File: config.mk
export PLATFORM = sky130hd
export DESIGN_NAME = spmhd_port
export DESIGN_NICKNAME = d
export VERILOG_FILES = /design/src/inc/spmhd_pkg.sv /design/src/rtl/spmhd_port.sv
export VERILOG_INCLUDE_DIRS = /design/src /design/src/inc
export SDC_FILE = /design/constraint.sdc
export NUM_CORES = 1
export LEC_CHECK = 0
export BUFFER_PORTS_ARGS = -buffer_cell sky130_fd_sc_hd__buf_2
export CORE_MARGIN = 8
export CORE_UTILIZATION = 58
export CTS_BUF_LIST = sky130_fd_sc_hd__clkbuf_16
export DETAILED_ROUTE_END_ITERATION = 12
export GPL_ROUTABILITY_DRIVEN = 0
export HOLD_SLACK_MARGIN = 0.15
export PLACE_DENSITY = 0.78
export SLEW_MARGIN = 20
export SYNTH_ARGS = -nofsm -noshare
export SYNTH_HDL_FRONTEND = slang
export SYNTH_SLANG_ARGS = --single-unit
File: constraint.sdc
create_clock -name clk -period 3.7 [get_ports clk]
set_clock_uncertainty 0.15 [all_clocks]
set_input_delay 0.185 -clock clk [delete_from_list [all_inputs] [get_ports clk]]
set_output_delay 0.185 -clock clk [all_outputs]
set_load 0.01 [all_outputs]
File: src/inc/spmhd_defs.svh
// Constants for the switch port half-duplex MAC control block
// Functional notes
// - Collision control register holds no-excessive-collision-drop option, cleared at reset.
// - MAC control bit 7 selects the alternate collision back-off algorithm.
// - MAC control registers accept SPI, I2C, in-band writes; MII management writes refused.
// - MAC control bit 3 enables the ingress length field check.
// - With the check on, frames whose length field mismatches data length are dropped.
// - Only frames carrying a length field are checked; type field frames pass.
// - Collisions after the first 512 bit times of transmission are late collisions.
// - Each port counts transmit late collisions, readable at counter index 0x16.
// - Each port keeps its own duplex, collision and transmit state.
`ifndef SPMHD_DEFS_SVH
`define SPMHD_DEFS_SVH
`define SPMHD_COLL_CTRL_ADDR 16'h0300
`define SPMHD_MAC_CTRL0_ADDR 16'h0330
`define SPMHD_MIB_LATE_COL_IDX 16'h0016
`define SPMHD_COLL_CTRL_RST 8'h00
`define SPMHD_MAC_CTRL0_RST 8'h00
`define SPMHD_NO_EXC_DROP_BIT 0
`define SPMHD_ALT_BACKOFF_BIT 7
`define SPMHD_LEN_CHECK_BIT 3
`define SPMHD_SLOT_BITS 11'h0200
`define SPMHD_ATTEMPT_LIMIT 5'h10
`define SPMHD_BACKOFF_LIMIT 5'h0A
`define SPMHD_MAX_LEN_FIELD 11'h05DC
`define SPMHD_MIN_DATA 11'h002E
`define SPMHD_HDR_FCS_BYTES 11'h0012
`define SPMHD_TAIL_TAG_BYTES 11'h0001
`define SPMHD_LEN_HI_POS 11'h000C
`define SPMHD_LEN_LO_POS 11'h000D
`define SPMHD_DEF_SEED 16'hACE1
`define SPMHD_ALT_SEED 16'h5A3C
`define SPMHD_VERD_DROP_BIT 11
`endif

File: src/inc/spmhd_pkg.sv
// Types for the switch port half-duplex MAC control block
`default_nettype none
package spmhd_pkg;
  typedef enum logic [1:0] {
    SPMHD_SRC_SPI,
    SPMHD_SRC_I2C,
    SPMHD_SRC_INBAND,
    SPMHD_SRC_MIIM
  } spmhd_src_e;
  typedef enum logic [1:0] {
    SPMHD_TX_IDLE,
    SPMHD_TX_XMIT,
    SPMHD_TX_BACKOFF
  } spmhd_tx_e;
  typedef logic [11:0] spmhd_verd_t;
endpackage : spmhd_pkg
`default_nettype wire

File: src/rtl/spmhd_port.sv
// One switch port: half-duplex collision handling, back-off, ingress length check
`include "spmhd_defs.svh"
`default_nettype none
module spmhd_port (
  // Clock, reset, enable
  input wire logic clk,
  input wire logic rst,
  input wire logic ce,
  // Management access
  input wire logic mgmt_wr,
  input wire logic mgmt_rd,
  input wire logic mgmt_mib,
  input wire spmhd_pkg::spmhd_src_e mgmt_src,
  input wire logic [15:0] mgmt_addr,
  input wire logic [7:0] mgmt_wdata,
  output logic [15:0] mgmt_rdata_r,
  output logic mgmt_rvalid_r,
  output logic mgmt_refused_r,
  // Port configuration
  input wire logic half_duplex,
  input wire logic tail_tag_en,
  // Transmit control
  input wire logic tx_req,
  input wire logic tx_done,
  input wire logic bit_tick,
  input wire logic col_pin,
  output logic tx_active_r,
  output logic tx_abort_r,
  output logic tx_drop_r,
  output logic tx_ok_r,
  // Receive stream
  input wire logic rx_valid,
  input wire logic [7:0] rx_data,
  input wire logic rx_sop,
  input wire logic rx_eop,
  output logic rx_ready_r,
  // Frame verdicts
  output logic verd_valid_r,
  output spmhd_pkg::spmhd_verd_t verd_data_r,
  input wire logic verd_ready
);
  import spmhd_pkg::*;

  logic [7:0] coll_ctrl_r;
  logic [7:0] mac_ctrl0_r;
  logic [15:0] late_cnt_r;
  logic wr_ok;
  logic col_s1_r, col_s2_r, col_s3_r, col_f_r;
  spmhd_tx_e tx_st_r;
  logic [10:0] bit_cnt_r;
  logic [9:0] slot_cnt_r;
  logic [4:0] attempts_r;
  logic [15:0] lfsr_def_r, lfsr_alt_r;
  logic [15:0] draw;
  logic [9:0] mask;
  logic col_hit, late_hit;
  logic [10:0] byte_cnt_r;
  logic [15:0] len_field_r;
  logic [10:0] total, meas, expect_len;
  logic is_len, drop_calc, eop_acc, pop;
  spmhd_verd_t verd_new, ent1_r;
  logic [1:0] cnt_r, cnt_nxt;

  // Register writes; MII management path may not write
  assign wr_ok = ce && mgmt_wr && !mgmt_mib && (mgmt_src != SPMHD_SRC_MIIM);
  always_ff @(posedge clk) begin
    if (rst) begin
      coll_ctrl_r <= `SPMHD_COLL_CTRL_RST;
      mac_ctrl0_r <= `SPMHD_MAC_CTRL0_RST;
    end else if (wr_ok) begin
      if (mgmt_addr == `SPMHD_COLL_CTRL_ADDR) coll_ctrl_r <= mgmt_wdata;
      if (mgmt_addr == `SPMHD_MAC_CTRL0_ADDR) mac_ctrl0_r <= mgmt_wdata;
    end
  end

  // Register and counter reads, refusal flag
  always_ff @(posedge clk) begin
    if (rst) begin
      mgmt_rdata_r <= 16'h0000;
      mgmt_rvalid_r <= 1'b0;
      mgmt_refused_r <= 1'b0;
    end else if (ce) begin
      mgmt_rvalid_r <= mgmt_rd;
      mgmt_refused_r <= mgmt_wr && (mgmt_src == SPMHD_SRC_MIIM);
      if (mgmt_rd) begin
        if (mgmt_mib && mgmt_addr == `SPMHD_MIB_LATE_COL_IDX) mgmt_rdata_r <= late_cnt_r;
        else if (!mgmt_mib && mgmt_addr == `SPMHD_COLL_CTRL_ADDR)
          mgmt_rdata_r <= {8'h00, coll_ctrl_r};
        else if (!mgmt_mib && mgmt_addr == `SPMHD_MAC_CTRL0_ADDR)
          mgmt_rdata_r <= {8'h00, mac_ctrl0_r};
        else mgmt_rdata_r <= 16'h0000;
      end
    end
  end

  // Collision pin synchroniser and agreement filter
  always_ff @(posedge clk) begin
    if (rst) begin
      col_s1_r <= 1'b0;
      col_s2_r <= 1'b0;
      col_s3_r <= 1'b0;
      col_f_r <= 1'b0;
    end else if (ce) begin
      col_s1_r <= col_pin;
      col_s2_r <= col_s1_r;
      col_s3_r <= col_s2_r;
      if (col_s2_r == col_s3_r) col_f_r <= col_s3_r;
    end
  end

  // Two free-running back-off sequences with distinct taps and seeds
  always_ff @(posedge clk) begin
    if (rst) begin
      lfsr_def_r <= `SPMHD_DEF_SEED;
      lfsr_alt_r <= `SPMHD_ALT_SEED;
    end else if (ce) begin
      lfsr_def_r <= {lfsr_def_r[14:0],
        lfsr_def_r[15] ^ lfsr_def_r[13] ^ lfsr_def_r[12] ^ lfsr_def_r[10]};
      lfsr_alt_r <= {lfsr_alt_r[14:0],
        lfsr_alt_r[15] ^ lfsr_alt_r[14] ^ lfsr_alt_r[12] ^ lfsr_alt_r[3]};
    end
  end

  // Collision classification and back-off slot draw
  always_comb begin
    draw = mac_ctrl0_r[`SPMHD_ALT_BACKOFF_BIT] ? lfsr_alt_r : lfsr_def_r;
    if (attempts_r >= `SPMHD_BACKOFF_LIMIT - 5'h01) mask = 10'h3FF;
    else mask = 10'((11'h002 << attempts_r) - 11'h001); // Nth hit: 0 to 2^n - 1
    col_hit = ce && half_duplex && col_f_r && (tx_st_r == SPMHD_TX_XMIT);
    late_hit = col_hit && (bit_cnt_r >= `SPMHD_SLOT_BITS);
  end

  // Late collision statistics, saturating
  always_ff @(posedge clk) begin
    if (rst) late_cnt_r <= 16'h0000;
    else if (late_hit && late_cnt_r != 16'hFFFF) late_cnt_r <= late_cnt_r + 16'h0001;
  end

  // Transmit state: transmit, collide, back off, retry or drop
  always_ff @(posedge clk) begin
    if (rst) begin
      tx_st_r <= SPMHD_TX_IDLE;
      bit_cnt_r <= 11'h000;
      slot_cnt_r <= 10'h000;
      attempts_r <= 5'h00;
      tx_abort_r <= 1'b0;
      tx_drop_r <= 1'b0;
      tx_ok_r <= 1'b0;
      tx_active_r <= 1'b0;
    end else if (ce) begin
      tx_abort_r <= 1'b0;
      tx_drop_r <= 1'b0;
      tx_ok_r <= 1'b0;
      unique case (tx_st_r)
        SPMHD_TX_IDLE: begin
          bit_cnt_r <= 11'h000;
          if (tx_req) begin
            tx_st_r <= SPMHD_TX_XMIT;
            tx_active_r <= 1'b1;
          end
        end
        SPMHD_TX_XMIT: begin
          if (bit_tick && bit_cnt_r < `SPMHD_SLOT_BITS) bit_cnt_r <= bit_cnt_r + 11'h001;
          if (late_hit) begin
            tx_st_r <= SPMHD_TX_IDLE;
            tx_drop_r <= 1'b1;
            tx_active_r <= 1'b0;
            attempts_r <= 5'h00;
          end else if (col_hit) begin
            tx_abort_r <= 1'b1;
            tx_active_r <= 1'b0;
            if (attempts_r + 5'h01 >= `SPMHD_ATTEMPT_LIMIT &&
                !coll_ctrl_r[`SPMHD_NO_EXC_DROP_BIT]) begin
              tx_st_r <= SPMHD_TX_IDLE;
              tx_drop_r <= 1'b1;
              attempts_r <= 5'h00;
            end else begin
              tx_st_r <= SPMHD_TX_BACKOFF;
              attempts_r <= (attempts_r + 5'h01 >= `SPMHD_ATTEMPT_LIMIT) ? 5'h00 :
                attempts_r + 5'h01;
              slot_cnt_r <= draw[9:0] & mask;
              bit_cnt_r <= 11'h000;
            end
          end else if (tx_done) begin
            tx_st_r <= SPMHD_TX_IDLE;
            tx_ok_r <= 1'b1;
            tx_active_r <= 1'b0;
            attempts_r <= 5'h00;
          end
        end
        SPMHD_TX_BACKOFF: begin
          if (slot_cnt_r == 10'h000) begin
            tx_st_r <= SPMHD_TX_XMIT;
            tx_active_r <= 1'b1;
            bit_cnt_r <= 11'h000;
          end else if (bit_tick) begin
            if (bit_cnt_r == `SPMHD_SLOT_BITS - 11'h001) begin
              bit_cnt_r <= 11'h000;
              slot_cnt_r <= slot_cnt_r - 10'h001;
            end else bit_cnt_r <= bit_cnt_r + 11'h001;
          end
        end
      endcase
    end
  end

  // Ingress length measurement and verdict
  always_comb begin
    eop_acc = ce && rx_valid && rx_ready_r && rx_eop;
    pop = ce && verd_valid_r && verd_ready;
    total = (rx_sop ? 11'h000 : byte_cnt_r) + 11'h001;
    meas = total - `SPMHD_HDR_FCS_BYTES - (tail_tag_en ? `SPMHD_TAIL_TAG_BYTES : 11'h000);
    is_len = len_field_r <= {5'h00, `SPMHD_MAX_LEN_FIELD};
    expect_len = (len_field_r[10:0] < `SPMHD_MIN_DATA) ? `SPMHD_MIN_DATA : len_field_r[10:0];
    drop_calc = mac_ctrl0_r[`SPMHD_LEN_CHECK_BIT] && is_len && (meas != expect_len);
    verd_new = {drop_calc, meas};
    cnt_nxt = cnt_r + {1'b0, eop_acc} - {1'b0, pop};
  end

  // Byte position and length field capture
  always_ff @(posedge clk) begin
    if (rst) begin
      byte_cnt_r <= 11'h000;
      len_field_r <= 16'h0000;
    end else if (ce && rx_valid && rx_ready_r) begin
      byte_cnt_r <= rx_eop ? 11'h000 : (rx_sop ? 11'h001 : byte_cnt_r + 11'h001);
      if (!rx_sop && byte_cnt_r == `SPMHD_LEN_HI_POS) len_field_r[15:8] <= rx_data;
      if (!rx_sop && byte_cnt_r == `SPMHD_LEN_LO_POS) len_field_r[7:0] <= rx_data;
    end
  end

  // Two-entry verdict buffer; head entry drives the outputs
  always_ff @(posedge clk) begin
    if (rst) begin
      cnt_r <= 2'h0;
      verd_valid_r <= 1'b0;
      verd_data_r <= 12'h000;
      ent1_r <= 12'h000;
      rx_ready_r <= 1'b0;
    end else if (ce) begin
      cnt_r <= cnt_nxt;
      verd_valid_r <= cnt_nxt != 2'h0;
      rx_ready_r <= cnt_nxt != 2'h2;
      if (pop) begin
        if (cnt_r == 2'h2) begin
          verd_data_r <= ent1_r;
          if (eop_acc) ent1_r <= verd_new;
        end else if (eop_acc) verd_data_r <= verd_new;
      end else if (eop_acc) begin
        if (cnt_r == 2'h0) verd_data_r <= verd_new;
        else ent1_r <= verd_new;
      end
    end
  end

  // Checks on the block's own behaviour
  miim_refuse_a: assert property (@(posedge clk) disable iff (rst)
    mgmt_wr && mgmt_src == SPMHD_SRC_MIIM |=> $stable(coll_ctrl_r) && $stable(mac_ctrl0_r))
    else $error("MII management write changed a control register");
  opt_reset_a: assert property (@(posedge clk) rst |=> !coll_ctrl_r[0])
    else $error("No-drop option not cleared by reset");
  late_count_a: assert property (@(posedge clk) disable iff (rst)
    late_hit && late_cnt_r != 16'hFFFF |=> late_cnt_r == $past(late_cnt_r) + 16'h0001)
    else $error("Late collision not counted");
  early_col_a: assert property (@(posedge clk) disable iff (rst)
    col_hit && bit_cnt_r < 11'h200 |=> $stable(late_cnt_r) && tx_abort_r)
    else $error("Early collision misclassified");
  alt_seq_a: assert property (@(posedge clk) disable iff (rst || !ce)
    lfsr_def_r == lfsr_alt_r |-> ##[1:32] lfsr_def_r != lfsr_alt_r)
    else $error("Back-off sequences stay in step");
  alt_select_a: assert property (@(posedge clk) disable iff (rst)
    col_hit && !late_hit && mac_ctrl0_r[7] && tx_st_r == SPMHD_TX_XMIT && attempts_r == 5'h0
    |=> slot_cnt_r == ($past(lfsr_alt_r[9:0]) & 10'h001))
    else $error("Alternate back-off not used");
  def_select_a: assert property (@(posedge clk) disable iff (rst)
    col_hit && !late_hit && !mac_ctrl0_r[7] && attempts_r == 5'h0
    |=> slot_cnt_r == ($past(lfsr_def_r[9:0]) & 10'h001))
    else $error("Default back-off not used");
  excess_drop_a: assert property (@(posedge clk) disable iff (rst)
    col_hit && !late_hit && attempts_r == 5'hF && !coll_ctrl_r[0] |=> tx_drop_r ##1 !tx_drop_r)
    else $error("Excessive collision not dropped");
  full_dup_a: assert property (@(posedge clk) disable iff (rst)
    ce && !half_duplex && tx_st_r == SPMHD_TX_XMIT |=> !tx_abort_r)
    else $error("Collision acted on in full duplex");
  len_drop_a: assert property (@(posedge clk) disable iff (rst)
    eop_acc && !pop && cnt_r == 2'h0 && mac_ctrl0_r[3] && is_len && meas != expect_len
    |=> verd_valid_r && verd_data_r[11])
    else $error("Length mismatch frame not dropped");
  type_pass_a: assert property (@(posedge clk) disable iff (rst)
    eop_acc && !pop && cnt_r == 2'h0 && !is_len |=> verd_valid_r && !verd_data_r[11])
    else $error("Type field frame dropped");
  tail_excl_a: assert property (@(posedge clk) disable iff (rst)
    eop_acc && !pop && cnt_r == 2'h0 && tail_tag_en
    |=> verd_data_r[10:0] == $past(total) - 11'h013)
    else $error("Tail tag not excluded from length");
  late_seen_c: cover property (@(posedge clk) disable iff (rst) late_hit);
  backoff_retry_c: cover property (@(posedge clk) disable iff (rst)
    tx_st_r == SPMHD_TX_BACKOFF ##[1:600] tx_st_r == SPMHD_TX_XMIT);
  buf_full_c: cover property (@(posedge clk) disable iff (rst) cnt_r == 2'h2 && !rx_ready_r);
  len_drop_c: cover property (@(posedge clk) disable iff (rst) verd_valid_r && verd_data_r[11]);
endmodule // spmhd_port
`default_nettype wire

# Word level (Yosys, flattened, before mapping)
# Index checks and enable logic that the tools add are counted.
[totals]
reg_bits = 173
latch_bits = 0
ram_bits = 0
rom_bits = 0
input_bits = 50
out_inout_bits = 36
word_cells = 191
memories = 0
[classes]
n_addsub = 11
n_mul = 0
div = 0
n_lt_le_gt_ge = 6
n_eq_ne = 28
shift = 1
n_mux = 63
bitwise_logic = 7
reduce_logical = 47
[ops]
columns = ["op", "count"]
rows = [
  ["2-to-1 mux 11 bit", 11],
  ["2-to-1 mux 12 bit", 9],
  ["2-to-1 mux 10 bit", 8],
  ["adder 11 x 1 -> 11 bit (second input constant)", 3],
  ["case mux 11 bit (3 select lines)", 1],
  ["== test 16 x 10 -> 1 bit (second input constant)", 2],
  ["2-to-1 mux 5 bit", 5],
  ["!= test 2 bit (second input constant)", 12],
  ["logical AND 1 bit", 23],
  ["== test 11 x 4 -> 1 bit (second input constant)", 2],
  ["case mux 10 bit (2 select lines)", 1],
  ["subtractor 10 x 1 -> 10 bit (second input constant)", 2],
  ["2-to-1 mux 1 bit", 17],
  ["adder 16 x 1 -> 16 bit (second input constant)", 1],
  ["== test 16 x 5 -> 1 bit (second input constant)", 1],
  ["<= comparator 16 x 11 -> 1 bit (second input constant)", 1],
  ["2-to-1 mux 16 bit", 1],
  ["2-to-1 mux 8 bit", 2],
  ["!= test 16 bit (second input constant)", 1],
  ["AND reduction 2 bit", 7],
  ["2-to-1 mux 2 bit", 6],
  ["== test 11 x 9 -> 1 bit (second input constant)", 1],
  [">= comparator 11 x 10 -> 1 bit (second input constant)", 1],
  ["< comparator 11 x 10 -> 1 bit (second input constant)", 1],
  ["other kinds (29)", 44],
]

# Longest topological paths before layout
# Gate-level depths: netlist of the first run.
[logic_depth]
ltp_word = 9
mapped_depth = 14
ltp_nobuf = 13

# Worst setup path before layout of the first run
# No wires, ideal clock.
[synth_path]
kind = "register -> register"
from = "register byte_cnt_r[1]"
to = "register ent1_r[11]"
setup_time_ns = 0.132
arrival_time_ns = 2.784
required_ns = 3.418
slack_ns = 0.634
stages_incl_launch_ff = 14
path_cell_list = "dfxtp_1 > inv_1 > nor2_1 > inv_1 > ha_1 > fa_1 > xnor2_1 > mux2i_1 > a21oi_1 > o221ai_1 > nor4_1 > nand3_1 > a221oi_1 > nor3_1"
[synth_between]
elab_chain_cells = 9
elab_cells_between_ends = 11
classes_between = "add/sub (3); eq/ne (1); mux (6); reduce/logical (1)"
[synth_rtl]
columns = ["item", "line_no", "source"]
rows = [
  ["from (decl)", "spmhd_port.sv:57", "logic [10:0] byte_cnt_r;"],
  ["from (signal assigned)", "spmhd_port.sv:226", "byte_cnt_r <= rx_eop ? 11'h000 : (rx_sop ? 11'h001 : byte_cnt_r + 11'h001);"],
  ["2-to-1 mux 11 bit *", "spmhd_port.sv:211", "total = (rx_sop ? 11'h000 : byte_cnt_r) + 11'h001;"],
  ["adder 11 x 1 -> 11 bit *", "spmhd_port.sv:211", ""],
  ["subtractor 11 x 5 -> 11 bit (no line) *", "n/a", ""],
  ["subtractor 11 x 1 -> 11 bit *", "spmhd_port.sv:212", "meas = total - `SPMHD_HDR_FCS_BYTES - (tail_tag_en ? `SPMHD_TAIL_TAG_BYTES : 11'h000);"],
  ["!= test 11 bit *", "spmhd_port.sv:215", "drop_calc = mac_ctrl0_r[`SPMHD_LEN_CHECK_BIT] && is_len && (meas != expect_len);"],
  ["logical AND 1 bit *", "spmhd_port.sv:215", ""],
  ["2-to-1 mux 12 bit (on tied branches)", "spmhd_port.sv:250, spmhd_port.sv:247", ""],
  ["2-to-1 mux 12 bit (on tied branches)", "spmhd_port.sv:249, spmhd_port.sv:245", ""],
  ["2-to-1 mux 12 bit *", "spmhd_port.sv:244", "if (pop) begin"],
  ["to (signal assigned)", "spmhd_port.sv:247", "if (eop_acc) ent1_r <= verd_new;"],
  ["to (signal assigned)", "spmhd_port.sv:251", "else ent1_r <= verd_new;"],
  ["to (decl)", "spmhd_port.sv:61", "spmhd_verd_t verd_new, ent1_r;"],
]
# Mark *: on every way between the ends. The rest lies on a longest branch, timed or not. The select of a mux whose other input is x is not followed.
# A chain may end at the register's enable or synchronous reset.

# Final worst setup path of the first run
# Same ends and word-level chain as after synthesis.

==> results of run 1 <==
[power groups by stage]
stage                     Sequential [mW]  Combinational, mW  Clock [mW]
after floorplan                      1.96              0.158           0
after global placement               1.96              0.243           0
after detailed placement             1.96              0.247           0
after CTS                            1.92              0.277        1.97
after global routing                 1.92              0.308        2.05
final                                1.92              0.281        1.94
[worst min-delay path by stage]
| stage | from | end | slack [ps] |
|---|---|---|---|
| 2_1_floorplan | mgmt_wdata[0] | coll_ctrl_r[0] | 180 |
| 5_1_grt | mgmt_addr[7] | mgmt_rdata_r[3] | 200 |
| 3_5_place_dp | rx_data[1] | len_field_r[9] | 290 |
| 4_1_cts | rx_sop | byte_cnt_r[6] | 150 |
| 3_3_place_gp | col_pin | col_s1_r | 280 |
| 6_report | rx_sop | byte_cnt_r[6] | 180 |
[cell usage after synthesis (7+ instances only)]
| cell | n | area [um2] |
|---|---|---|
| a211o_1 | 17 | 149 |
| a211oi_1 | 35 | 263 |
| a21oi_1 | 77 | 385 |
| a222oi_1 | 7 | 70.1 |
| and2_1 | 19 | 119 |
| and3_1 | 14 | 87.6 |
| clkbuf_1 | 41 | 154 |
| dfxtp_1 | 172 | 3440 |
| ha_1 | 24 | 300 |
| inv_1 | 26 | 97.6 |
| mux2i_1 | 72 | 721 |
| nand2_1 | 97 | 364 |
| nand3_1 | 34 | 170 |
| nand4_1 | 14 | 87.6 |
| nor2_1 | 166 | 623 |
| nor3_1 | 24 | 120 |
| nor4_1 | 11 | 68.8 |
| o21ai_0 | 31 | 155 |
| or3_1 | 7 | 43.8 |
| xnor2_1 | 13 | 114 |
| xor2_1 | 26 | 228 |
[through the flow]
| stage | util (%) | std cells | setup slack [ps] | power [mW] |
|---|---|---|---|---|
| after CTS | 68.7 | 1346 | 134 | 4.17 |
| final | 68.7 | 1346 | 170 | 4.14 |
| after global placement | 62.1 | 1279 | 358 | 2.20 |
| after global routing | 68.7 | 1346 | 74.8 | 4.28 |
| after detailed placement | 62.1 | 1279 | 241 | 2.21 |
| after floorplan | - | 1054 | 634 | 2.12 |
[area by class of cell]
| type | instances | area (um2) | area share [%] |
|---|---|---|---|
| Clock buffer | 17 | 425 | 4.12 |
| Clock inverter | 15 | 218 | 2.11 |
| Inverter | 27 | 101 | 0.981 |
| Multi-Input combinational cell | 796 | 5030 | 48.7 |
| Sequential cell | 172 | 3440 | 33.3 |
| Tap cell | 188 | 235 | 2.28 |
| Timing Repair Buffer | 131 | 873 | 8.45 |
[per-layer routing]
metal / vias up / track usage (%) / wire [um]
li1: 3950 / - / -
met1: 3798 / 26.7 / 9480
met2: 241 / 38.3 / 10800
met3: 47 / 5.03 / 1200
met4: 0 / 9.01 / 643
met5: - / 0 / 0
[sequential cells by signal (all words and copies together), names as in the netlist, 2 cells and up]
register	count
attempts_r	5
bit_cnt_r	11
byte_cnt_r	11
cnt_r	2
coll_ctrl_r	8
ent1_r	12
late_cnt_r	16
len_field_r	16
lfsr_alt_r	16
lfsr_def_r	16
mac_ctrl0_r	8
mgmt_rdata_r	16
slot_cnt_r	10
tx_st_r	2
verd_data_r	12
[worst max-delay path: cells and delay by family, from the launching register on]
family	cells	cell delay, ps
AO/OA/AOI/OAI	3	670
XOR/XNOR	1	300
adder cells (fa/ha/maj)	2	670
buffers and inverters	2	180
flip-flops	1	370
AND/OR/NAND/NOR	5	1060
[logic make-up (layout without fill, tap and decap cells)]
logic type | after synthesis | in the layout
adder cells (fa/ha/maj) | 25 | 25
XOR/XNOR | 41 | 41
buffers and inverters | 86 | 190
flip-flops | 172 | 172
multiplexers | 73 | 73
AND/OR/NAND/NOR | 424 | 424
AO/OA/AOI/OAI | 233 | 233
[timing repair]
action / CTS / global route
resized for setup: 0 / 2
setup buffers: 0 / 0
hold buffers: 35 / 0
endpoints found under the hold margin: 67 / 0
setup endpoints to repair: 0 / 2
[cells in the final DEF, fill, tap and decap left out, types with 11 or more instances in the layout]
cell type / Yosys / layout
a211o_1: 17 / 17
a211oi_1: 35 / 35
a21oi_1: 77 / 77
and2_1: 19 / 18
and3_1: 14 / 14
buf_2: 6 / 84
buf_4: 2 / 11
clkbuf_16: 0 / 17
dfxtp_1: 172 / 172
dlygate4sd3_1: 0 / 35
ha_1: 24 / 24
inv_1: 26 / 26
mux2i_1: 72 / 72
nand2_1: 97 / 97
nand3_1: 34 / 34
nand4_1: 14 / 14
nor2_1: 166 / 166
nor3_1: 24 / 24
nor4_1: 11 / 11
o21ai_0: 31 / 31
xnor2_1: 13 / 12
xor2_1: 26 / 26
==> reports/qor.log, run 1 <==
[global_route] largest net degree at the start of global routing 87
[timing] max_slew headroom 42.9%
[critical_path] slowest cell on the critical path nor4_1
[place] standard cell area after detailed placement 0.00933 mm2
[critical_path] start-to-end type of the worst setup path reg2reg
[critical_path] top fanout value on the critical path 5
[min_path] worst min path class in2reg
[logic_synthesis] syn avg cell area 8.39 um2
[pwr] Sw Pwr 931 uW
[drt] via count of the routed design 8036
[timing] worst hold slack 177 ps
[pwr] fraction of power consumed by the clock network 46.9%
[global_route] number of antenna violations at the first check in global routing 0
[drt] number of DRC markers in iteration 0 550
[status] status complete, no violations
[global_route] sum of overflow across all layers after global routing 0
[timing] ratio of final minimum period to clock period 95.4%
[critical_path] Worst R2R End ent1_r[11]
[global_route] gr usage total 22.4%
[clock_tree] Clk Tree Root Cell clkbuf_16
[clock_tree] clk slew on worst S/H paths 60 ps
[logic_synthesis] xor and xnor area share after synthesis 4.37%
[pwr] leakage power of the design 4.25 nW
[floorplanning] die area 0.0195 mm2
[pwr] combinational power share 6.8%
[pwr] internal power of the cells 3.21 mW
[layout] Fill cells 1154
[clock_tree] Max Buffers Root-to-Sink 2
[floorplanning] horizontal die dimension 139 um
[timing] final setup TNS 0 ps
[global_route] via count of the first global-routing pass 7510
[logic_synthesis] syn_nets 1129
[place] detailed placement HPWL 14.7 mm
[timing] RSZ-0062 raised after global routing no
[pwr] Pwr Density 401 mW/mm2
[critical_path] Critical Path AT 3670 ps
[floorplanning] boundary pin count 86
[logic_synthesis] Yosys reg bits 172
[critical_path] required time of the worst setup path 3840 ps
[logic_synthesis] sequential element share of the synthesized area 38.9%
[logic_synthesis] synth warn 0
[logic_synthesis] Distinct cells, synth 78
[clock_tree] CTS sink count 172
[job] max-cap check violation count 0
[critical_path] Crit. End Element register
[timing] Final min period 3530 ps
[critical_path] cells along the critical path inv_1 > nor2_1 > inv_1 > ha_1 > fa_1 > xnor2_2 > nand2_1 > a21oi_1 > o221ai_1 > nor4_1 > nand3_1 > a221oi_1 > nor3_1
[drt] number of remaining DRC errors 0
[timing] final number of max-transition violations 0
[critical_path] number of cells on the worst reg-to-reg path 13
[critical_path] cell repeated most along the worst path inv_1
[clock_tree] number of buffers created by CTS 17
[floorplanning] area of the core region 0.0150 mm2
[floorplanning] die boundary height 139 um
[logic_synthesis] fraction of synthesis flops using an asynchronous set or reset pin 0%
[logic_synthesis] Post-synth EDFFs 0
[drt] Final ANT Viol Nets 0
[critical_path] FF-to-FF setup slack 170 ps
[place] number of buffers inserted by port buffering 85
[layout] final cell area excluding filler cells 0.0103 mm2
[pwr] Switching Share 22.5%
[pwr] sequential share of power 46.4%
[critical_path] Critical Path Sink ent1_r[11]
[logic_synthesis] area fraction in compound gates after synthesis 18.0%
[logic_synthesis] adder and majority cell fraction of the synthesized area 3.62%
[floorplanning] floorplan row count 45
[global_route] global-route wire length before repair 36.3 mm
[clock_tree] Skew-Pair Late Insertion Delay 430 ps
[drt] number of iterations in the first detailed-routing pass 5
[logic_synthesis] number of cells produced by synthesis 1054
[layout] area growth from synthesis to final layout 16.8%
[layout] NumNets Final 1220
[layout] fraction of final layout cells sized beyond drive strength 1 12.5%
[clock_tree] TritonCTS clock tree done
[logic_synthesis] Mapped Area 0.00884 mm2
[floorplanning] Initial Utilization 58.8%
[critical_path] biggest cell delay along the critical path 480 ps
[timing] slew of the pin with the lowest slew margin 857 ps
[timing] Hold Fails Final Rpt 0
[timing] final setup violating endpoints 0
[critical_path] Critical Path Source Type register
[critical_path] first element of the critical path byte_cnt_r[1]
[drt] per-cell via count in the routed design 5.97
[clock_tree] count of H-tree levels built during CTS 4
[logic_synthesis] mux contribution to synthesized area 8.28%
[drt] Wirelength per Cell 16.4 um
[logic_synthesis] post-synthesis simple-gate area fraction 22.5%
[logic_synthesis] largest family of logic cells by synthesized area simple AND/OR/NAND/NOR gates
[min_path] Hold Path Depth 4
[critical_path] critical register-to-register path startpoint byte_cnt_r[1]
[drt] Routed Wire Length 22.1 mm
[logic_synthesis] main flop type after synthesis dfxtp_1
[layout] antenna diode count 0
[pwr] worst IR drop on VDD 0.381 mV
[timing] highest achievable clock rate 0.283 GHz
No activity file was read; power rests on OpenSTA's default activity.
==> run 2, diff against run 1 <==
--- a/config.mk
+++ b/config.mk
@@ -6,7 +6,7 @@
 export SDC_FILE = /design/constraint.sdc
 export NUM_CORES = 1
 export LEC_CHECK = 0
-export BUFFER_PORTS_ARGS = -buffer_cell sky130_fd_sc_hd__buf_2
+export BUFFER_PORTS_ARGS = -buffer_cell sky130_fd_sc_hd__clkbuf_2
 export CORE_MARGIN = 8
 export CORE_UTILIZATION = 58
 export CTS_BUF_LIST = sky130_fd_sc_hd__clkbuf_16
==> reports/qor.log, run 2 (synthesized netlist as in run 1, its figures left out) <==
[pwr] Pwr Density 378 mW/mm2 [was 401 mW/mm2]
[layout] Fill cells 1191 [was 1154]
[clock_tree] clk slew on worst S/H paths 70 ps [was 60 ps]
[timing] highest achievable clock rate 0.301 GHz [was 0.283 GHz]
[layout] most common cell after layout, fill and taps aside dfxtp_1 [unchanged]
[drt] per-cell via count in the routed design 5.88 [was 5.97]
[drt] Wirelength per Cell 16.1 um [was 16.4 um]
[drt] number of iterations in the first detailed-routing pass 5 [unchanged]
[place] detailed placement HPWL 14.7 mm [about the same]
[critical_path] Critical Path Source Type register [unchanged]
[floorplanning] die boundary height 139 um [unchanged]
[global_route] gr usage total 22.2% [was 22.4%]
[timing] final setup TNS 0 ps [unchanged]
[critical_path] Crit. End Element register [unchanged]
[timing] Final min period 3330 ps [was 3530 ps]
[pwr] worst IR drop on VDD 0.328 mV [was 0.381 mV]
[critical_path] required time of the worst setup path 3840 ps [about the same]
[clock_tree] Max Buffers Root-to-Sink 2 [unchanged]
[drt] top layer in use met4 [unchanged]
[pwr] sequential share of power 49.6% [was 46.4%]
[place] number of buffers inserted by port buffering 85 [unchanged]
[critical_path] top fanout value on the critical path 8 [was 5]
[timing] RSZ-0062 raised after global routing no [unchanged]
[drt] routed wire length on met2 10.6 mm [was 10.8 mm]
[drt] met1 wire length 9.45 mm [was 9.48 mm]
[drt] number of DRC markers in iteration 0 590 [was 550]
[timing] slew of the pin with the lowest slew margin 894 ps [was 857 ps]
[layout] leading cell types in the layout, fill and taps excluded 172 x dfxtp_1, 166 x nor2_1, 97 x nand2_1 [unchanged]
[pwr] combinational power share 7.1% [was 6.8%]
[status] status complete, no violations [unchanged]
[global_route] via count of the first global-routing pass 7402 [was 7510]
[drt] Final ANT Viol Nets 0 [unchanged]
[clock_tree] number of buffers created by CTS 17 [unchanged]
[pwr] Sw Pwr 935 uW [was 931 uW]
[layout] NumNets Final 1219 [was 1220]
[pwr] internal power of the cells 2.93 mW [was 3.21 mW]
[timing] max_slew headroom 40.4% [was 42.9%]
[floorplanning] boundary pin count 86 [unchanged]
[critical_path] start-to-end type of the worst setup path reg2reg [unchanged]
[timing] final setup violating endpoints 0 [unchanged]
[pwr] fraction of power consumed by the clock network 43.2% [was 46.9%]
[place] DP Cell Count 1281 [was 1279]
[drt] number of remaining DRC errors 0 [unchanged]
[timing] Hold Fails Final Rpt 0 [unchanged]
[drt] Routed Wire Length 21.6 mm [was 22.1 mm]
[clock_tree] TritonCTS clock tree done [unchanged]
[timing] ratio of final minimum period to clock period 89.9% [was 95.4%]
[clock_tree] Clk Tree Root Cell clkbuf_16 [unchanged]
[floorplanning] Initial Utilization 58.8% [unchanged]
[drt] via count of the routed design 7908 [was 8036]
[global_route] sum of overflow across all layers after global routing 0 [unchanged]
[layout] Post-Layout Cell Count 1345 [was 1346]
[drt] met3 wirelength from detailed routing 1.00 mm [was 1.20 mm]
[global_route] number of antenna violations at the first check in global routing 0 [unchanged]
[critical_path] FF-to-FF setup slack 370 ps [was 170 ps]
[layout] area growth from synthesis to final layout 15.7% [was 16.8%]
[global_route] largest net degree at the start of global routing 89 [was 87]
[layout] antenna diode count 0 [unchanged]
[clock_tree] CTS sink count 172 [unchanged]
[layout] fraction of final layout cells sized beyond drive strength 1 12.8% [was 12.5%]
[pwr] Switching Share 24.2% [was 22.5%]
[min_path] worst min path class in2reg [unchanged]
[floorplanning] floorplan row count 45 [unchanged]
[clock_tree] count of H-tree levels built during CTS 4 [unchanged]
[global_route] global-route wire length before repair 36.0 mm [was 36.3 mm]
[job] max-cap check violation count 0 [unchanged]
[timing] final number of max-transition violations 0 [unchanged]
[pwr] leakage power of the design 4.18 nW [was 4.25 nW]
[floorplanning] area of the core region 0.0150 mm2 [unchanged]
[clock_tree] Skew-Pair Late Insertion Delay 430 ps [about the same]
[floorplanning] horizontal die dimension 139 um [unchanged]
[critical_path] Critical Path AT 3460 ps [was 3670 ps]
[floorplanning] die area 0.0195 mm2 [unchanged]
==> run 2: changes by cell type in the layout (fill, tap and decap cells not counted), sizes merged <==
| cell | delta |
|---|---|
| buf | -82 |
| bufinv | -4 |
| clkbuf | +84 |
| clkinv | +5 |
| dlygate4sd3 | -3 |
| inv | -1 |
==> run 2: final timing paths <==
path / start / to / cells past startpoint
worst max-delay path: byte_cnt_r[1] / ent1_r[11] / 13
worst min-delay path: rst / byte_cnt_r[0] / 2
worst max register to register: byte_cnt_r[1] / ent1_r[11] / 13
worst min register to register: mgmt_rdata_r[12] / mgmt_rdata_r[12] / 2
==> run 2: power by group through the flow <==
stage                     Combinational [mW]  Clock, mW  Sequential [mW]
after floorplan                        0.158          0             1.96
after global placement                 0.244          0             1.96
after detailed placement               0.247          0             1.96
after CTS                              0.273       1.70             1.92
after global routing                   0.304       1.78             1.92
final                                  0.277       1.67             1.92
==> run 2: timing repair <==
action,CTS,global route
endpoints found under the setup margin,0,2
hold endpoints to repair,50,0
hold buffers,32,0
gates resized for setup,0,3
setup buffers,0,0
==> run 2: cell type report <==
class,count,area (um2),area share [%]
repair buffers,130,858,8.39
well taps,188,235,2.30
clock inverters,15,125,1.22
inverters,27,101,0.991
flip-flops and latches,172,3440,33.7
clock buffers,17,425,4.16
multi-input cells,796,5040,49.3
==> run 2: layer usage <==
metal / vias to the layer above / GRT usage, %
met3: 44 / 4.55
li1: 3953 / -
met5: - / 0
met2: 217 / 38.4
met1: 3694 / 26.5
met4: 0 / 8.95
==> run 2: through the flow <==
stage | utilization, % | cell area [um2] | setup WS [ps] | total power [mW] | hold slack, ps
after floorplan | - | 8840 | 634 | 2.12 | 179
after global placement | 62.2 | 9340 | 340 | 2.20 | 284
after detailed placement | 62.2 | 9340 | 268 | 2.21 | 289
after CTS | 67.9 | 10200 | 241 | 3.90 | 157
after global routing | 68.0 | 10200 | 8.50 | 4.01 | 200
final | 68.0 | 10200 | 375 | 3.87 | 165
==> run 2: critical path, stage by stage (launching register included) <==
cell and delay (ps):
dfxtp_1 370, inv_1 100, nor2_1 230, inv_1 70, ha_1 230, fa_1 440
nand3_1 150, and2_2 280, mux2i_1 210, o2111ai_1 140, nor4_2 310, nand3_1 140
a221oi_1 290, nor3_1 70
